<file path="config.mk">
export PLATFORM = sky130hd
export DESIGN_NAME = pea_energy_acc
export DESIGN_NICKNAME = d
export VERILOG_FILES = /design/src/design/pea_pkg.sv /design/src/design/pea_energy_acc.sv /design/src/design/pea_mult.sv
export SDC_FILE = /design/constraint.sdc
export NUM_CORES = 2
export LEC_CHECK = 0
export ABC_AREA = 1
export BUFFER_PORTS_ARGS = -buffer_cell sky130_fd_sc_hd__buf_2
export CAP_MARGIN = 5
export CORE_AREA = 5 5 225 227
export CTS_CLUSTER_DIAMETER = 200
export DETAILED_ROUTE_END_ITERATION = 16
export DIE_AREA = 0 0 230 232
export GPL_TIMING_DRIVEN = 0
export PLACE_DENSITY = 0.86
export SETUP_SLACK_MARGIN = 0.1
export SLEW_MARGIN = 25
export SYNTH_ARGS = -nofsm -noshare
export SYNTH_HDL_FRONTEND = slang
export SYNTH_HIERARCHICAL = 1
export SYNTH_SLANG_ARGS = --single-unit
</file>
<file path="constraint.sdc">
create_clock -name clk_sys_i -period 7 [get_ports clk_sys_i]
set_input_delay 0.35 -clock clk_sys_i [delete_from_list [all_inputs] [get_ports clk_sys_i]]
set_output_delay 0.35 -clock clk_sys_i [all_outputs]
set_load 0.01 [all_outputs]
</file>
<file path="src/design/pea_pkg.sv">
// constants and register map of the power and energy accumulator
package pea_pkg;

    // ------------------------------------------------------------
    // widths
    // ------------------------------------------------------------
    localparam int SAMPLE_W = 12;
    localparam int PRODUCT_W = 24;
    localparam int ACC_W = 56;
    localparam int COUNT_W = 32;
    localparam int ADDR_W = 8;

    // ------------------------------------------------------------
    // register byte offsets
    // ------------------------------------------------------------
    localparam logic [7:0] OFS_CONTROL = 8'h00;
    localparam logic [7:0] OFS_RANGE_CFG = 8'h04;
    localparam logic [7:0] OFS_SLOW_CFG = 8'h08;
    localparam logic [7:0] OFS_REFRESH = 8'h0C;
    localparam logic [7:0] OFS_BASE_LO = 8'h10;
    localparam logic [7:0] OFS_BASE_HI = 8'h14;
    localparam logic [7:0] OFS_FULL_LIMIT = 8'h18;
    localparam logic [7:0] OFS_ACC_LO = 8'h1C;
    localparam logic [7:0] OFS_ACC_HI = 8'h20;
    localparam logic [7:0] OFS_COUNT = 8'h24;
    localparam logic [7:0] OFS_BUS_RES = 8'h28;
    localparam logic [7:0] OFS_SHUNT_RES = 8'h2C;
    localparam logic [7:0] OFS_POWER_RES = 8'h30;
    localparam logic [7:0] OFS_STATUS = 8'h34;

    // ------------------------------------------------------------
    // field positions
    // ------------------------------------------------------------
    localparam int CTL_ADAPT_BIT = 0;
    localparam int CTL_SRC_LSB = 1;
    localparam int CTL_RATE_LSB = 4;
    localparam int CTL_SLOW_RATE_LSB = 8;
    localparam int RNG_BUS_LSB = 0;
    localparam int RNG_SENSE_LSB = 2;
    localparam int REF_FULL_BIT = 0;
    localparam int REF_VALUE_BIT = 1;
    localparam int REF_GLOBAL_BIT = 2;
    localparam int SLW_RISE_FULL_BIT = 0;
    localparam int SLW_FALL_FULL_BIT = 1;
    localparam int SLW_RISE_VALUE_BIT = 2;
    localparam int SLW_FALL_VALUE_BIT = 3;
    localparam int LIM_COUNT_LSB = 8;

    // ------------------------------------------------------------
    // reset values
    // ------------------------------------------------------------
    localparam logic [10:0] CONTROL_RST = 11'h030;
    localparam logic [3:0] RANGE_RST = 4'h0;
    localparam logic [3:0] SLOW_CFG_RST = 4'h0;
    localparam logic [ACC_W-1:0] BASE_RST = 56'h00_0000_0000_0000;
    localparam logic [5:0] THRESH_RST = 6'h3F;
    localparam logic [1:0] COUNT_LIM_RST = 2'h0;

    // ------------------------------------------------------------
    // encodings
    // ------------------------------------------------------------
    typedef enum logic [1:0] {
        PEA_SRC_POWER = 2'b00,
        PEA_SRC_SHUNT = 2'b01,
        PEA_SRC_BUS = 2'b10,
        PEA_SRC_POWER2 = 2'b11
    } pea_src_t;

    typedef enum logic [1:0] {
        PEA_RNG_UNIPOLAR = 2'b00,
        PEA_RNG_BIPOLAR = 2'b01,
        PEA_RNG_HALF = 2'b10,
        PEA_RNG_RSVD = 2'b11
    } pea_range_t;

    // rate codes: 0=8 1=64 2=256 3=1024 4=4096 5=8192 sps
    localparam logic [2:0] RATE_MAX = 3'h5;
    localparam logic [1:0] RESP_OKAY = 2'b00;
    localparam logic [1:0] RESP_SLVERR = 2'b10;

endpackage : pea_pkg

</file>
<file path="src/design/pea_energy_acc.sv">
// power and energy accumulator with its register slave
module pea_energy_acc
    import pea_pkg::*;
(
    // clock and reset
    input wire logic clk_sys_i,
    input wire logic rst_n_i,
    // converter samples, same clock
    input wire logic sample_valid_i,
    input wire logic [SAMPLE_W-1:0] bus_sample_i,
    input wire logic [SAMPLE_W-1:0] shunt_sample_i,
    // slow pin, asynchronous
    input wire logic slow_pin_i,
    // fullness alerts
    output logic fullness_threshold_o,
    output logic count_full_o,
    // axi4-lite write address
    input wire logic [ADDR_W-1:0] s_axi_awaddr,
    input wire logic s_axi_awvalid,
    output logic s_axi_awready,
    // axi4-lite write data
    input wire logic [31:0] s_axi_wdata,
    input wire logic [3:0] s_axi_wstrb,
    input wire logic s_axi_wvalid,
    output logic s_axi_wready,
    // axi4-lite write response
    output logic [1:0] s_axi_bresp,
    output logic s_axi_bvalid,
    input wire logic s_axi_bready,
    // axi4-lite read
    input wire logic [ADDR_W-1:0] s_axi_araddr,
    input wire logic s_axi_arvalid,
    output logic s_axi_arready,
    output logic [31:0] s_axi_rdata,
    output logic [1:0] s_axi_rresp,
    output logic s_axi_rvalid,
    input wire logic s_axi_rready
);

    // ------------------------------------------------------------
    // functions
    // ------------------------------------------------------------
    // left shift that maps a rate code onto 8192 sps
    function automatic logic [3:0] rate_shift(input logic [2:0] code);
        case (code)
            3'h0: rate_shift = 4'hA;
            3'h1: rate_shift = 4'h7;
            3'h2: rate_shift = 4'h5;
            3'h3: rate_shift = 4'h3;
            3'h4: rate_shift = 4'h1;
            default: rate_shift = 4'h0;
        endcase
    endfunction

    // byte-lane merge of a write
    function automatic logic [31:0] merge(input logic [31:0] old, input logic [31:0] nw,
                                          input logic [3:0] strb);
        for (int i = 0; i < 4; i++) begin
            merge[8*i +: 8] = strb[i] ? nw[8*i +: 8] : old[8*i +: 8];
        end
    endfunction

    // ------------------------------------------------------------
    // registers and state
    // ------------------------------------------------------------
    logic [10:0] control_reg;
    logic [3:0] range_reg;
    logic [3:0] slow_cfg_reg;
    logic [ACC_W-1:0] base_reg;
    logic [5:0] thresh_reg;
    logic [1:0] count_lim_reg;
    logic [ACC_W-1:0] energy_accumulator;
    logic [COUNT_W-1:0] sample_counter;
    logic acc_sat_reg;
    logic cnt_sat_reg;
    logic [ACC_W-1:0] acc_snap_reg;
    logic [COUNT_W-1:0] cnt_snap_reg;
    logic [SAMPLE_W-1:0] bus_res_reg;
    logic [SAMPLE_W-1:0] shunt_res_reg;
    logic [PRODUCT_W-1:0] power_res_reg;
    logic cap_valid_reg;
    logic [SAMPLE_W-1:0] cap_bus_reg;
    logic [SAMPLE_W-1:0] cap_shunt_reg;
    logic slow_s1_reg;
    logic slow_s2_reg;
    logic slow_s3_reg;
    logic aw_held_reg;
    logic w_held_reg;
    logic [ADDR_W-1:0] awaddr_reg;
    logic [31:0] wdata_reg;
    logic [3:0] wstrb_reg;

    // ------------------------------------------------------------
    // capture and multiply
    // ------------------------------------------------------------
    logic mul_valid;
    logic signed [SAMPLE_W-1:0] mul_bus;
    logic signed [SAMPLE_W-1:0] mul_shunt;
    logic signed [PRODUCT_W-1:0] power_product;

    // first stage holds the digitized pair
    always_ff @(posedge clk_sys_i) begin
        if (!rst_n_i) begin
            cap_valid_reg <= 1'b0;
            cap_bus_reg <= '0;
            cap_shunt_reg <= '0;
        end else begin
            cap_valid_reg <= sample_valid_i;
            if (sample_valid_i) begin
                cap_bus_reg <= bus_sample_i;
                cap_shunt_reg <= shunt_sample_i;
            end
        end
    end

    pea_mult u_mult (
        .clk_sys_i(clk_sys_i),
        .rst_n_i(rst_n_i),
        .in_valid_i(cap_valid_reg),
        .bus_i(cap_bus_reg),
        .shunt_i(cap_shunt_reg),
        .out_valid_o(mul_valid),
        .bus_o(mul_bus),
        .shunt_o(mul_shunt),
        .product_o(power_product)
    );

    // ------------------------------------------------------------
    // slow pin synchroniser and refresh requests
    // ------------------------------------------------------------
    always_ff @(posedge clk_sys_i) begin
        if (!rst_n_i) begin
            slow_s1_reg <= 1'b0;
            slow_s2_reg <= 1'b0;
            slow_s3_reg <= 1'b0;
        end else begin
            slow_s1_reg <= slow_pin_i;
            slow_s2_reg <= slow_s1_reg;
            slow_s3_reg <= slow_s2_reg;
        end
    end

    logic slow_rise;
    logic slow_fall;
    logic wr_fire;
    logic wr_refresh;
    logic refresh_full;
    logic refresh_value;
    assign slow_rise = slow_s2_reg & ~slow_s3_reg;
    assign slow_fall = ~slow_s2_reg & slow_s3_reg;
    assign wr_fire = aw_held_reg & w_held_reg & ~s_axi_bvalid;
    assign wr_refresh = wr_fire && (awaddr_reg == OFS_REFRESH) && wstrb_reg[0];
    // full and global refresh reload the base and clear the count, value refresh only snapshots
    assign refresh_full = (wr_refresh && (wdata_reg[REF_FULL_BIT] || wdata_reg[REF_GLOBAL_BIT]))
        || (slow_rise && slow_cfg_reg[SLW_RISE_FULL_BIT])
        || (slow_fall && slow_cfg_reg[SLW_FALL_FULL_BIT]);
    assign refresh_value = (wr_refresh && wdata_reg[REF_VALUE_BIT])
        || (slow_rise && slow_cfg_reg[SLW_RISE_VALUE_BIT])
        || (slow_fall && slow_cfg_reg[SLW_FALL_VALUE_BIT]);

    // ------------------------------------------------------------
    // accumulate source, scaling and saturation
    // ------------------------------------------------------------
    logic adapt_on;
    logic [2:0] eff_rate;
    logic [3:0] shift;
    logic [ACC_W-1:0] addend;
    logic [ACC_W:0] acc_sum;
    logic acc_ovf;
    logic [COUNT_W:0] cnt_sum;

    assign adapt_on = control_reg[CTL_ADAPT_BIT];
    assign eff_rate = slow_s2_reg ? control_reg[CTL_SLOW_RATE_LSB +: 3]
                                  : control_reg[CTL_RATE_LSB +: 3];
    assign shift = (adapt_on && eff_rate < RATE_MAX) ? rate_shift(eff_rate) : 4'h0;

    // pick source and sign-extend to accumulator width
    always_comb begin
        case (pea_src_t'(control_reg[CTL_SRC_LSB +: 2]))
            PEA_SRC_SHUNT: addend = {{(ACC_W-SAMPLE_W){mul_shunt[SAMPLE_W-1]}}, mul_shunt};
            PEA_SRC_BUS: addend = {{(ACC_W-SAMPLE_W){mul_bus[SAMPLE_W-1]}}, mul_bus};
            default: addend = {{(ACC_W-PRODUCT_W){power_product[PRODUCT_W-1]}},
                               power_product};
        endcase
        addend = addend << shift;
    end

    assign acc_sum = {energy_accumulator[ACC_W-1], energy_accumulator}
        + {addend[ACC_W-1], addend};
    assign acc_ovf = acc_sum[ACC_W] != acc_sum[ACC_W-1];
    assign cnt_sum = {1'b0, sample_counter} + ((COUNT_W+1)'(1) << shift);

    // energy accumulator
    always_ff @(posedge clk_sys_i) begin
        if (!rst_n_i) begin
            energy_accumulator <= '0;
            acc_sat_reg <= 1'b0;
        end else if (refresh_full) begin
            energy_accumulator <= base_reg;
            acc_sat_reg <= 1'b0;
        end else if (mul_valid && !acc_sat_reg) begin
            if (acc_ovf) begin
                // clamp to the extreme of the overflow direction
                energy_accumulator <= {acc_sum[ACC_W], {(ACC_W-1){~acc_sum[ACC_W]}}};
                acc_sat_reg <= 1'b1;
            end else begin
                energy_accumulator <= acc_sum[ACC_W-1:0];
            end
        end
    end

    // sample counter
    always_ff @(posedge clk_sys_i) begin
        if (!rst_n_i) begin
            sample_counter <= '0;
            cnt_sat_reg <= 1'b0;
        end else if (refresh_full) begin
            sample_counter <= '0;
            cnt_sat_reg <= 1'b0;
        end else if (mul_valid && !cnt_sat_reg) begin
            if (cnt_sum[COUNT_W]) begin
                sample_counter <= '1;
                cnt_sat_reg <= 1'b1;
            end else begin
                sample_counter <= cnt_sum[COUNT_W-1:0];
                cnt_sat_reg <= &cnt_sum[COUNT_W-1:0];
            end
        end
    end

    // ------------------------------------------------------------
    // fullness comparison
    // ------------------------------------------------------------
    logic [COUNT_W-1:0] cnt_limit;
    always_comb begin
        case (count_lim_reg)
            2'h1: cnt_limit = 32'hC000_0000;
            2'h2: cnt_limit = 32'hE000_0000;
            2'h3: cnt_limit = 32'hF000_0000;
            default: cnt_limit = 32'hFFFF_FFFF;
        endcase
    end

    always_ff @(posedge clk_sys_i) begin
        if (!rst_n_i) begin
            fullness_threshold_o <= 1'b0;
            count_full_o <= 1'b0;
        end else begin
            fullness_threshold_o <= energy_accumulator[ACC_W-1 -: 6] > thresh_reg;
            count_full_o <= sample_counter >= cnt_limit;
        end
    end

    // ------------------------------------------------------------
    // readable snapshots
    // ------------------------------------------------------------
    logic uni;
    assign uni = (range_reg[RNG_BUS_LSB +: 2] == PEA_RNG_UNIPOLAR)
        && (range_reg[RNG_SENSE_LSB +: 2] == PEA_RNG_UNIPOLAR);

    // any refresh copies live state; negative bus and shunt results clamp to zero when both ranges are unipolar
    always_ff @(posedge clk_sys_i) begin
        if (!rst_n_i) begin
            acc_snap_reg <= '0;
            cnt_snap_reg <= '0;
            bus_res_reg <= '0;
            shunt_res_reg <= '0;
            power_res_reg <= '0;
        end else if (refresh_full || refresh_value) begin
            acc_snap_reg <= energy_accumulator;
            cnt_snap_reg <= sample_counter;
            power_res_reg <= power_product;
            // half range codes keep raw samples, only the lsb weight differs
            if (uni) begin
                bus_res_reg <= mul_bus[SAMPLE_W-1] ? '0 : mul_bus;
                shunt_res_reg <= mul_shunt[SAMPLE_W-1] ? '0 : mul_shunt;
            end else begin
                bus_res_reg <= mul_bus;
                shunt_res_reg <= mul_shunt;
            end
        end
    end

    // ------------------------------------------------------------
    // axi4-lite write path
    // ------------------------------------------------------------
    assign s_axi_awready = ~aw_held_reg & ~s_axi_bvalid;
    assign s_axi_wready = ~w_held_reg & ~s_axi_bvalid;

    logic wr_mapped;
    assign wr_mapped = awaddr_reg == OFS_CONTROL || awaddr_reg == OFS_RANGE_CFG
        || awaddr_reg == OFS_SLOW_CFG || awaddr_reg == OFS_REFRESH
        || awaddr_reg == OFS_BASE_LO || awaddr_reg == OFS_BASE_HI
        || awaddr_reg == OFS_FULL_LIMIT;

    // address and data held until both present
    always_ff @(posedge clk_sys_i) begin
        if (!rst_n_i) begin
            aw_held_reg <= 1'b0;
            w_held_reg <= 1'b0;
            awaddr_reg <= '0;
            wdata_reg <= '0;
            wstrb_reg <= '0;
            s_axi_bvalid <= 1'b0;
            s_axi_bresp <= RESP_OKAY;
        end else begin
            if (s_axi_awvalid && s_axi_awready) begin
                aw_held_reg <= 1'b1;
                awaddr_reg <= {s_axi_awaddr[ADDR_W-1:2], 2'b00};
            end
            if (s_axi_wvalid && s_axi_wready) begin
                w_held_reg <= 1'b1;
                wdata_reg <= s_axi_wdata;
                wstrb_reg <= s_axi_wstrb;
            end
            if (wr_fire) begin
                aw_held_reg <= 1'b0;
                w_held_reg <= 1'b0;
                s_axi_bvalid <= 1'b1;
                s_axi_bresp <= wr_mapped ? RESP_OKAY : RESP_SLVERR;
            end else if (s_axi_bready) begin
                s_axi_bvalid <= 1'b0;
            end
        end
    end

    // configuration registers
    always_ff @(posedge clk_sys_i) begin
        if (!rst_n_i) begin
            control_reg <= CONTROL_RST;
            range_reg <= RANGE_RST;
            slow_cfg_reg <= SLOW_CFG_RST;
            base_reg <= BASE_RST;
            thresh_reg <= THRESH_RST;
            count_lim_reg <= COUNT_LIM_RST;
        end else if (wr_fire) begin
            case (awaddr_reg)
                OFS_CONTROL: control_reg <= 11'(merge(32'(control_reg), wdata_reg, wstrb_reg));
                OFS_RANGE_CFG: range_reg <= 4'(merge(32'(range_reg), wdata_reg, wstrb_reg));
                OFS_SLOW_CFG: slow_cfg_reg <= 4'(merge(32'(slow_cfg_reg), wdata_reg, wstrb_reg));
                OFS_BASE_LO: base_reg[31:0] <= merge(base_reg[31:0], wdata_reg, wstrb_reg);
                OFS_BASE_HI: base_reg[ACC_W-1:32] <=
                    (ACC_W-32)'(merge(32'(base_reg[ACC_W-1:32]), wdata_reg, wstrb_reg));
                OFS_FULL_LIMIT: begin
                    if (wstrb_reg[0]) begin
                        thresh_reg <= wdata_reg[5:0];
                    end
                    if (wstrb_reg[1]) begin
                        count_lim_reg <= wdata_reg[LIM_COUNT_LSB +: 2];
                    end
                end
                default: ;
            endcase
        end
    end

    // ------------------------------------------------------------
    // axi4-lite read path
    // ------------------------------------------------------------
    assign s_axi_arready = ~s_axi_rvalid;

    logic [31:0] rd_word;
    logic rd_ok;
    always_comb begin
        rd_ok = 1'b1;
        case ({s_axi_araddr[ADDR_W-1:2], 2'b00})
            OFS_CONTROL: rd_word = 32'(control_reg);
            OFS_RANGE_CFG: rd_word = 32'(range_reg);
            OFS_SLOW_CFG: rd_word = 32'(slow_cfg_reg);
            OFS_REFRESH: rd_word = 32'h0000_0000;
            OFS_BASE_LO: rd_word = base_reg[31:0];
            OFS_BASE_HI: rd_word = 32'(base_reg[ACC_W-1:32]);
            OFS_FULL_LIMIT: rd_word = {22'h00_0000, count_lim_reg, 2'h0, thresh_reg};
            OFS_ACC_LO: rd_word = acc_snap_reg[31:0];
            OFS_ACC_HI: rd_word = 32'(acc_snap_reg[ACC_W-1:32]);
            OFS_COUNT: rd_word = cnt_snap_reg;
            OFS_BUS_RES: rd_word = 32'(bus_res_reg);
            OFS_SHUNT_RES: rd_word = 32'(shunt_res_reg);
            OFS_POWER_RES: rd_word = 32'(power_res_reg);
            OFS_STATUS: rd_word = {27'h000_0000, slow_s2_reg, cnt_sat_reg, acc_sat_reg,
                                   count_full_o, fullness_threshold_o};
            default: begin
                rd_word = 32'h0000_0000;
                rd_ok = 1'b0;
            end
        endcase
    end

    always_ff @(posedge clk_sys_i) begin
        if (!rst_n_i) begin
            s_axi_rvalid <= 1'b0;
            s_axi_rdata <= '0;
            s_axi_rresp <= RESP_OKAY;
        end else if (s_axi_arvalid && s_axi_arready) begin
            s_axi_rvalid <= 1'b1;
            s_axi_rdata <= rd_word;
            s_axi_rresp <= rd_ok ? RESP_OKAY : RESP_SLVERR;
        end else if (s_axi_rready) begin
            s_axi_rvalid <= 1'b0;
        end
    end

endmodule // pea_energy_acc

</file>
<file path="src/design/pea_mult.sv">
// registered signed multiplier stage of the accumulator datapath
module pea_mult
    import pea_pkg::*;
(
    // clock and reset
    input wire logic clk_sys_i,
    input wire logic rst_n_i,
    // captured samples
    input wire logic in_valid_i,
    input wire logic signed [SAMPLE_W-1:0] bus_i,
    input wire logic signed [SAMPLE_W-1:0] shunt_i,
    // product stage
    output logic out_valid_o,
    output logic signed [SAMPLE_W-1:0] bus_o,
    output logic signed [SAMPLE_W-1:0] shunt_o,
    output logic signed [PRODUCT_W-1:0] product_o
);

    // ------------------------------------------------------------
    // product register
    // ------------------------------------------------------------
    // two's complement product of the raw samples
    always_ff @(posedge clk_sys_i) begin
        if (!rst_n_i) begin
            out_valid_o <= 1'b0;
            bus_o <= '0;
            shunt_o <= '0;
            product_o <= '0;
        end else begin
            out_valid_o <= in_valid_i;
            if (in_valid_i) begin
                bus_o <= bus_i;
                shunt_o <= shunt_i;
                product_o <= bus_i * shunt_i;
            end
        end
    end

endmodule // pea_mult

</file>
# Yosys cells after proc, flatten, opt, wreduce, memory -nomap -nowiden

Cells that the tools add are included.

Input port bits: 85
Memories kept: 0
Bits in registers: 470
Word-level logic and storage cells: 172
Bits in writable memories: 0
Memory bits (read-only): 0
Bits in latches: 0

Add/subtract/negate cells: 2
Bitwise logic cells: 14
Equality and inequality tests: 29
Order comparisons: 3
Shift operators: 2
Multiply operators: 1
Reductions and logical operators: 55
Mux-type cells: 22
Div/mod/pow operators: 0

Operators with widths:

| kind                                                | number |
|---|---|
| one-hot mux 32 bit (13 select lines)                | 1 |
| two-way mux 56 bit                                  | 3 |
| one-hot mux 56 bit (2 select lines)                 | 1 |
| one-hot mux 30 bit (3 select lines)                 | 1 |
| adder 56 x 56 -> 57 bit                             | 1 |
| << shifter 56 x 4 -> 56 bit                         | 1 |
| equality test 6 x 3 -> 1 bit, second input constant | 7 |
| AND reduction 3 bit                                 | 13 |
| equality test 6 x 4 -> 1 bit, second input constant | 6 |
| adder 32 x 33 -> 33 bit                             | 1 |
| << shifter 1 x 4 -> 33 bit, first input constant    | 1 |
| greater-or-equal comparator 32 bit                  | 1 |
| two-way mux 32 bit                                  | 1 |
| AND reduction 32 bit                                | 1 |
| equality test 6 x 2 -> 1 bit, second input constant | 4 |
| multiplier 12 x 12 -> 24 bit                        | 1 |
| two-way mux 12 bit                                  | 2 |
| two-way mux 11 bit                                  | 2 |
| one-hot mux 4 bit (5 select lines)                  | 1 |
| logical AND 1 bit                                   | 15 |
| OR reduction 14 bit                                 | 1 |
| equality test 6 x 1 -> 1 bit, second input constant | 2 |
| logical OR 1 bit                                    | 12 |
| zero test 8 bit                                     | 1 |
| 21 further kinds                                    | 48 |

# Depth between registers and ports, before layout

Word-level depth: 10
Gate-level depth with buffers: 34
Depth with buffers taken out: 34

# Hierarchy

The synthesis kept the hierarchy.

By module, submodules not included:

| module         | cells an instance | times used | area an instance (um2) | sequential area each (um2) |
|---|---|---|---|---|
| pea_energy_acc | 3612              | 1          | 24766.3                | 8388.0 |
| pea_mult       | 1018              | 1          | 7553.5                 | 980.9 |

# Worst setup path after synthesis

Ideal clock, no wire load.

Kind: reg2reg
Start: reg cap_bus_reg[11]
End: reg u_mult.product_o[21]
Cell stages (with the launch flop): 24
Library setup time: 109 ps
Data arrival time: 4635 ps
Buffers on the path: 1
Data required time: 6891 ps
Period minus slack after synthesis: 4744 ps
Setup slack: 2256 ps
Cell sequence: dfxtp_1 clkbuf_1 nand2_1 fa_1 inv_1 ha_1 inv_1 fa_1 inv_1 fa_1 inv_1 fa_1 inv_1 ha_1 nand2_1 inv_1 a21oi_1 nor2_1 nor3_1 nand2_1 nand2_1 nand3_1 nand2_1 inv_1

Word-level cells in the longest chain between the ends: 1

Ends and longest elaborated chain:

| what                         | RTL line              | text |
|---|---|---|
| start, declared              | pea_energy_acc.sv:82  | `logic [SAMPLE_W-1:0] cap_bus_reg;` |
| start signal, assigned       | pea_energy_acc.sv:110 | `cap_bus_reg <= bus_sample_i;` |
| multiplier 12 x 12 -> 24 bit | pea_mult.sv:34        | `product_o <= bus_i * shunt_i;` |
| end signal, assigned         | pea_mult.sv:34        |  |
| end, declared                | pea_mult.sv:16        | `output logic signed [PRODUCT_W-1:0] product_o` |

Every way passes these cells.
A chain may end at the register's enable or synchronous reset.

# Final worst setup path

Start: reg cap_bus_reg[11]
End: reg u_mult.product_o[23]

Same word-level chain as after synthesis.

==> results_dict.tcl <==
set metrics [dict create \
    netlist_area_um2 32320 \
    finalCriticalPeriod_ps 6058 \
    clock_tree.buffer_depth 3 \
    numCtsBuffers 45 \
    dp.cells 5384 \
    hold_violations 0 \
    place.gp.congestion 1.130 \
    critical_path.cell_chain "clkbuf_1 > nand2_1 > fa_1 > inv_1 > fa_1 > inv_1 > fa_1 > fa_1 > fa_1 > inv_1 > ha_1 > nand4_1 > nor2_1 > nand4_1 > inv_1 > nor2_1 > nand2_1 > nand3_1 > nand2_1 > inv_1" \
    drt_first_pass_iters 9 \
    crit_required_ps 7460 \
    h-tree-depth 2 \
    synth-edff-count 0 \
    cpPeakStageDelay_ps 800 \
    clk_pin_slew_ps 60 \
    drt_iter0_drc 4732 \
    drv_slew 0 \
    cts_tree "yes" \
    cp_num_cells 20 \
    crit_start "cap_bus_reg[11]$_SDFFE_PN0P_" \
    cp-end-kind "register" \
    arrival_ps 6520 \
    synth.ff_latch_count 468 \
    grt_max_degree 28 \
    die_h_um 232 \
    hold_buffers 1 \
    p_seq_share_pct 39.7 \
    r2r-end "u_mult/product_o[23]$_SDFFE_PN0P_" \
    p_clk_share_pct 36.2 \
    clock_sinks 468 \
    fp.dieArea_um2 53360 \
    tightest_slew_ps 1113 \
    tns_ps 0 \
    core-area_um2 48440 \
    irDropWorstVdd_mv 0.1743 \
    rsz0062_at_grt "false" \
    ant_nets 0 \
    cts_resized 0 \
    via_per_inst 6.201 \
    power_switching_uw 2424 \
    synthToLayoutAreaGrowth_pct 9.427 \
    finClkSkew_ps 30.58 \
    synthCells 4630 \
    async_flop_share_pct 0 \
    io_buffers 121 \
    yosys_warnings 6 \
    start_util_pct 66.72 \
    fin_cells 5469 \
    p_per_area_nw_per_um2 206.7 \
    avgSynthCellArea_um2 6.981 \
    cts_setup_buffers 0 \
    drcViolationCount 0 \
    relSlewSlack_pct 25.24 \
    die_w_um 230 \
    crit_type "register to register" \
    synth_area_leaders "dfxtp_1 29%, nand2_1 11%, fa_1 8.7%" \
    grt_use_total_pct 43.74 \
    wl_um 120800 \
    clock_latency_ps 580 \
    r2r_start "cap_bus_reg[11]$_SDFFE_PN0P_" \
    hold_path.startpoint "bus_sample_i[3]" \
    overflow 0 \
    cap_viol_max_count 0 \
    total_power_uw 7310 \
    ios 128 \
    post_drt_wl_per_cell_um 22.08 \
    path_buf_inv 6 \
    crit_path_end "u_mult/product_o[23]$_SDFFE_PN0P_" \
    min_period_over_period_pct 86.55 \
    fmax_mhz 165.1 \
    critPathTopFamily "adder cells" \
    place_hpwl_um 97290 \
    finalSetupViolations 0 \
    worst_setup_path_start_kind "register" \
    power_frac_comb_pct 24.1 \
    root_buffer "clkbuf_16" \
    outcome "completed" \
    synth_flop_cell "dfxtp_1" \
    intPower_uw 4886 \
    antenna_found_initial 4 \
    grt_pass1_vias 31280 \
    std_cell_rows 81 \
    reg2reg_depth 20 \
    grt_first_pass_wirelength_um 180700 \
    synth.largest_area_cell "dfxtp_1" \
    hp-class "input pin to register" \
    rrSetupSlack_ps 940 \
    power_leakage_uw 0.01631 \
    netlist-cell-type-count 68 \
    yosys.area.top_type_share_pct 28.99 \
    cp_slowest_cell "fa_1" \
    yosysSeqAreaShare_pct 28.99 \
    drive_gt1_share_pct 7.803 \
    swShare_pct 33.16 \
    crit_fanout 10 \
    nNetsFinal 5198 \
    vias 33910 \
]
-- placed cells by master, fill, tap and decap left out, types with 8 or more instances in the layout --
cell | synthesis | routed
nand2_1 | 918 | 918
inv_1 | 649 | 649
nor2_1 | 621 | 621
dfxtp_1 | 468 | 468
o21ai_0 | 408 | 408
a21oi_1 | 327 | 327
ha_1 | 163 | 163
buf_2 | 33 | 154
nand3_1 | 150 | 150
clkbuf_1 | 141 | 143
fa_1 | 140 | 140
o221ai_1 | 69 | 69
a21oi_2 | 45 | 45
clkbuf_16 | 0 | 45
xor2_1 | 43 | 43
o21ai_1 | 40 | 39
nand4_1 | 30 | 30
a221oi_1 | 30 | 30
o22ai_1 | 30 | 30
a211oi_1 | 29 | 29
nor3_1 | 28 | 28
xnor2_1 | 20 | 20
a22oi_1 | 18 | 18
mux2i_1 | 17 | 17
o211ai_1 | 15 | 15
buf_4 | 14 | 14
inv_2 | 14 | 14
o21bai_1 | 13 | 13
conb_1 | 1 | 12
nor2_2 | 11 | 11
nand2_2 | 10 | 10
a21oi_4 | 10 | 10
clkbuf_8 | 0 | 10
clkinv_2 | 0 | 9
a31oi_1 | 8 | 8
nand3b_1 | 8 | 8
o2111ai_1 | 8 | 8
-- metrics by stage --
stage	worst slack [ps]	instance area [µm²]	hold slack, ps	util [%]
2_1_floorplan	2256	32360	390.5	-
3_3_place_gp	1067	33740	394.3	69.66
3_5_place_dp	1023	33750	399.8	69.68
4_1_cts	979.4	35360	1.387	72.99
5_1_grt	660.0	35360	15.23	72.99
6_report	941.7	35370	3.244	73.00
-- worst min-delay path by stage --
stage	endpoint	slack, ps	depth (start not counted)
final	cap_bus_reg[3]$_SDFFE_PN0P_	3	3
after global routing	cap_bus_reg[2]$_SDFFE_PN0P_	20	3
after CTS	cap_bus_reg[4]$_SDFFE_PN0P_	1	3
after detailed placement	slow_s2_reg$_SDFF_PN0_	400	2
after global placement	slow_s2_reg$_SDFF_PN0_	390	2
after floorplan	slow_s2_reg$_SDFF_PN0_	390	2
-- worst register-to-register path: cells and delay by family, from the launching register on --
family                   cells  cell delay [ps]
adder cells (fa/ha/maj)      6             3310
AND/OR/NAND/NOR              8             1150
buffers and inverters        6              950
flip-flops                   1              550
-- routing by layer --
layer	GRT usage, %	vias to the layer above	share of wire (%)
met4	22.03	4	6.3
met2	65.92	2335	42
met3	11.78	464	14
met1	58.25	15660	38
li1	-	15450	-
met5	0	-	0.031
-- synth_stat cells (5+ instances only) --
| library cell | n |
|---|---|
| nand2_1 | 918 |
| inv_1 | 649 |
| nor2_1 | 621 |
| dfxtp_1 | 468 |
| o21ai_0 | 408 |
| a21oi_1 | 327 |
| ha_1 | 163 |
| nand3_1 | 150 |
| clkbuf_1 | 141 |
| fa_1 | 140 |
| o221ai_1 | 69 |
| a21oi_2 | 45 |
| xor2_1 | 43 |
| o21ai_1 | 40 |
| buf_2 | 33 |
| a221oi_1 | 30 |
| nand4_1 | 30 |
| o22ai_1 | 30 |
| a211oi_1 | 29 |
| nor3_1 | 28 |
| xnor2_1 | 20 |
| a22oi_1 | 18 |
| mux2i_1 | 17 |
| o211ai_1 | 15 |
| buf_4 | 14 |
| inv_2 | 14 |
| o21bai_1 | 13 |
| nor2_2 | 11 |
| a21oi_4 | 10 |
| nand2_2 | 10 |
| a31oi_1 | 8 |
| nand3b_1 | 8 |
| o2111ai_1 | 8 |
| a221o_1 | 7 |
| o21a_1 | 7 |
| o221a_2 | 7 |
| clkinv_1 | 6 |
| a21o_1 | 5 |
| o31ai_1 | 5 |
| or2_2 | 5 |
-- kinds of logic after synthesis --
kind of cell,count (synthesis),synth area share (%)
other,1,0.01160
flip-flops,468,28.99
XOR/XNOR,63,1.707
multiplexers,17,0.5265
adder cells (fa/ha/maj),303,14.98
AO/OA/AOI/OAI,1096,20.43
buffers and inverters,873,10.74
AND/OR/NAND/NOR,1809,22.62
-- cell type report --
type | instances | area, µm²
multi-input combinational | 3300 | 19530
buffer | 202 | 940.9
timing repair buffer | 122 | 615.6
sequential | 468 | 9369
tap | 622 | 778.2
antenna | 3 | 7.507
clock inverter | 24 | 322.8
clock buffer | 57 | 1271
fill | 4026 | 13080
inverter | 671 | 2529
-- power by group through the flow --
stage	clock, µW	combinational (µW)	sequential (µW)
after floorplan	0	1230	2870
after global placement	0	1630	2940
after detailed placement	0	1690	2940
after CTS	2630	1710	2890
after global routing	2740	1950	2900
final	2640	1760	2900
(Power assumes the default switching activity.)
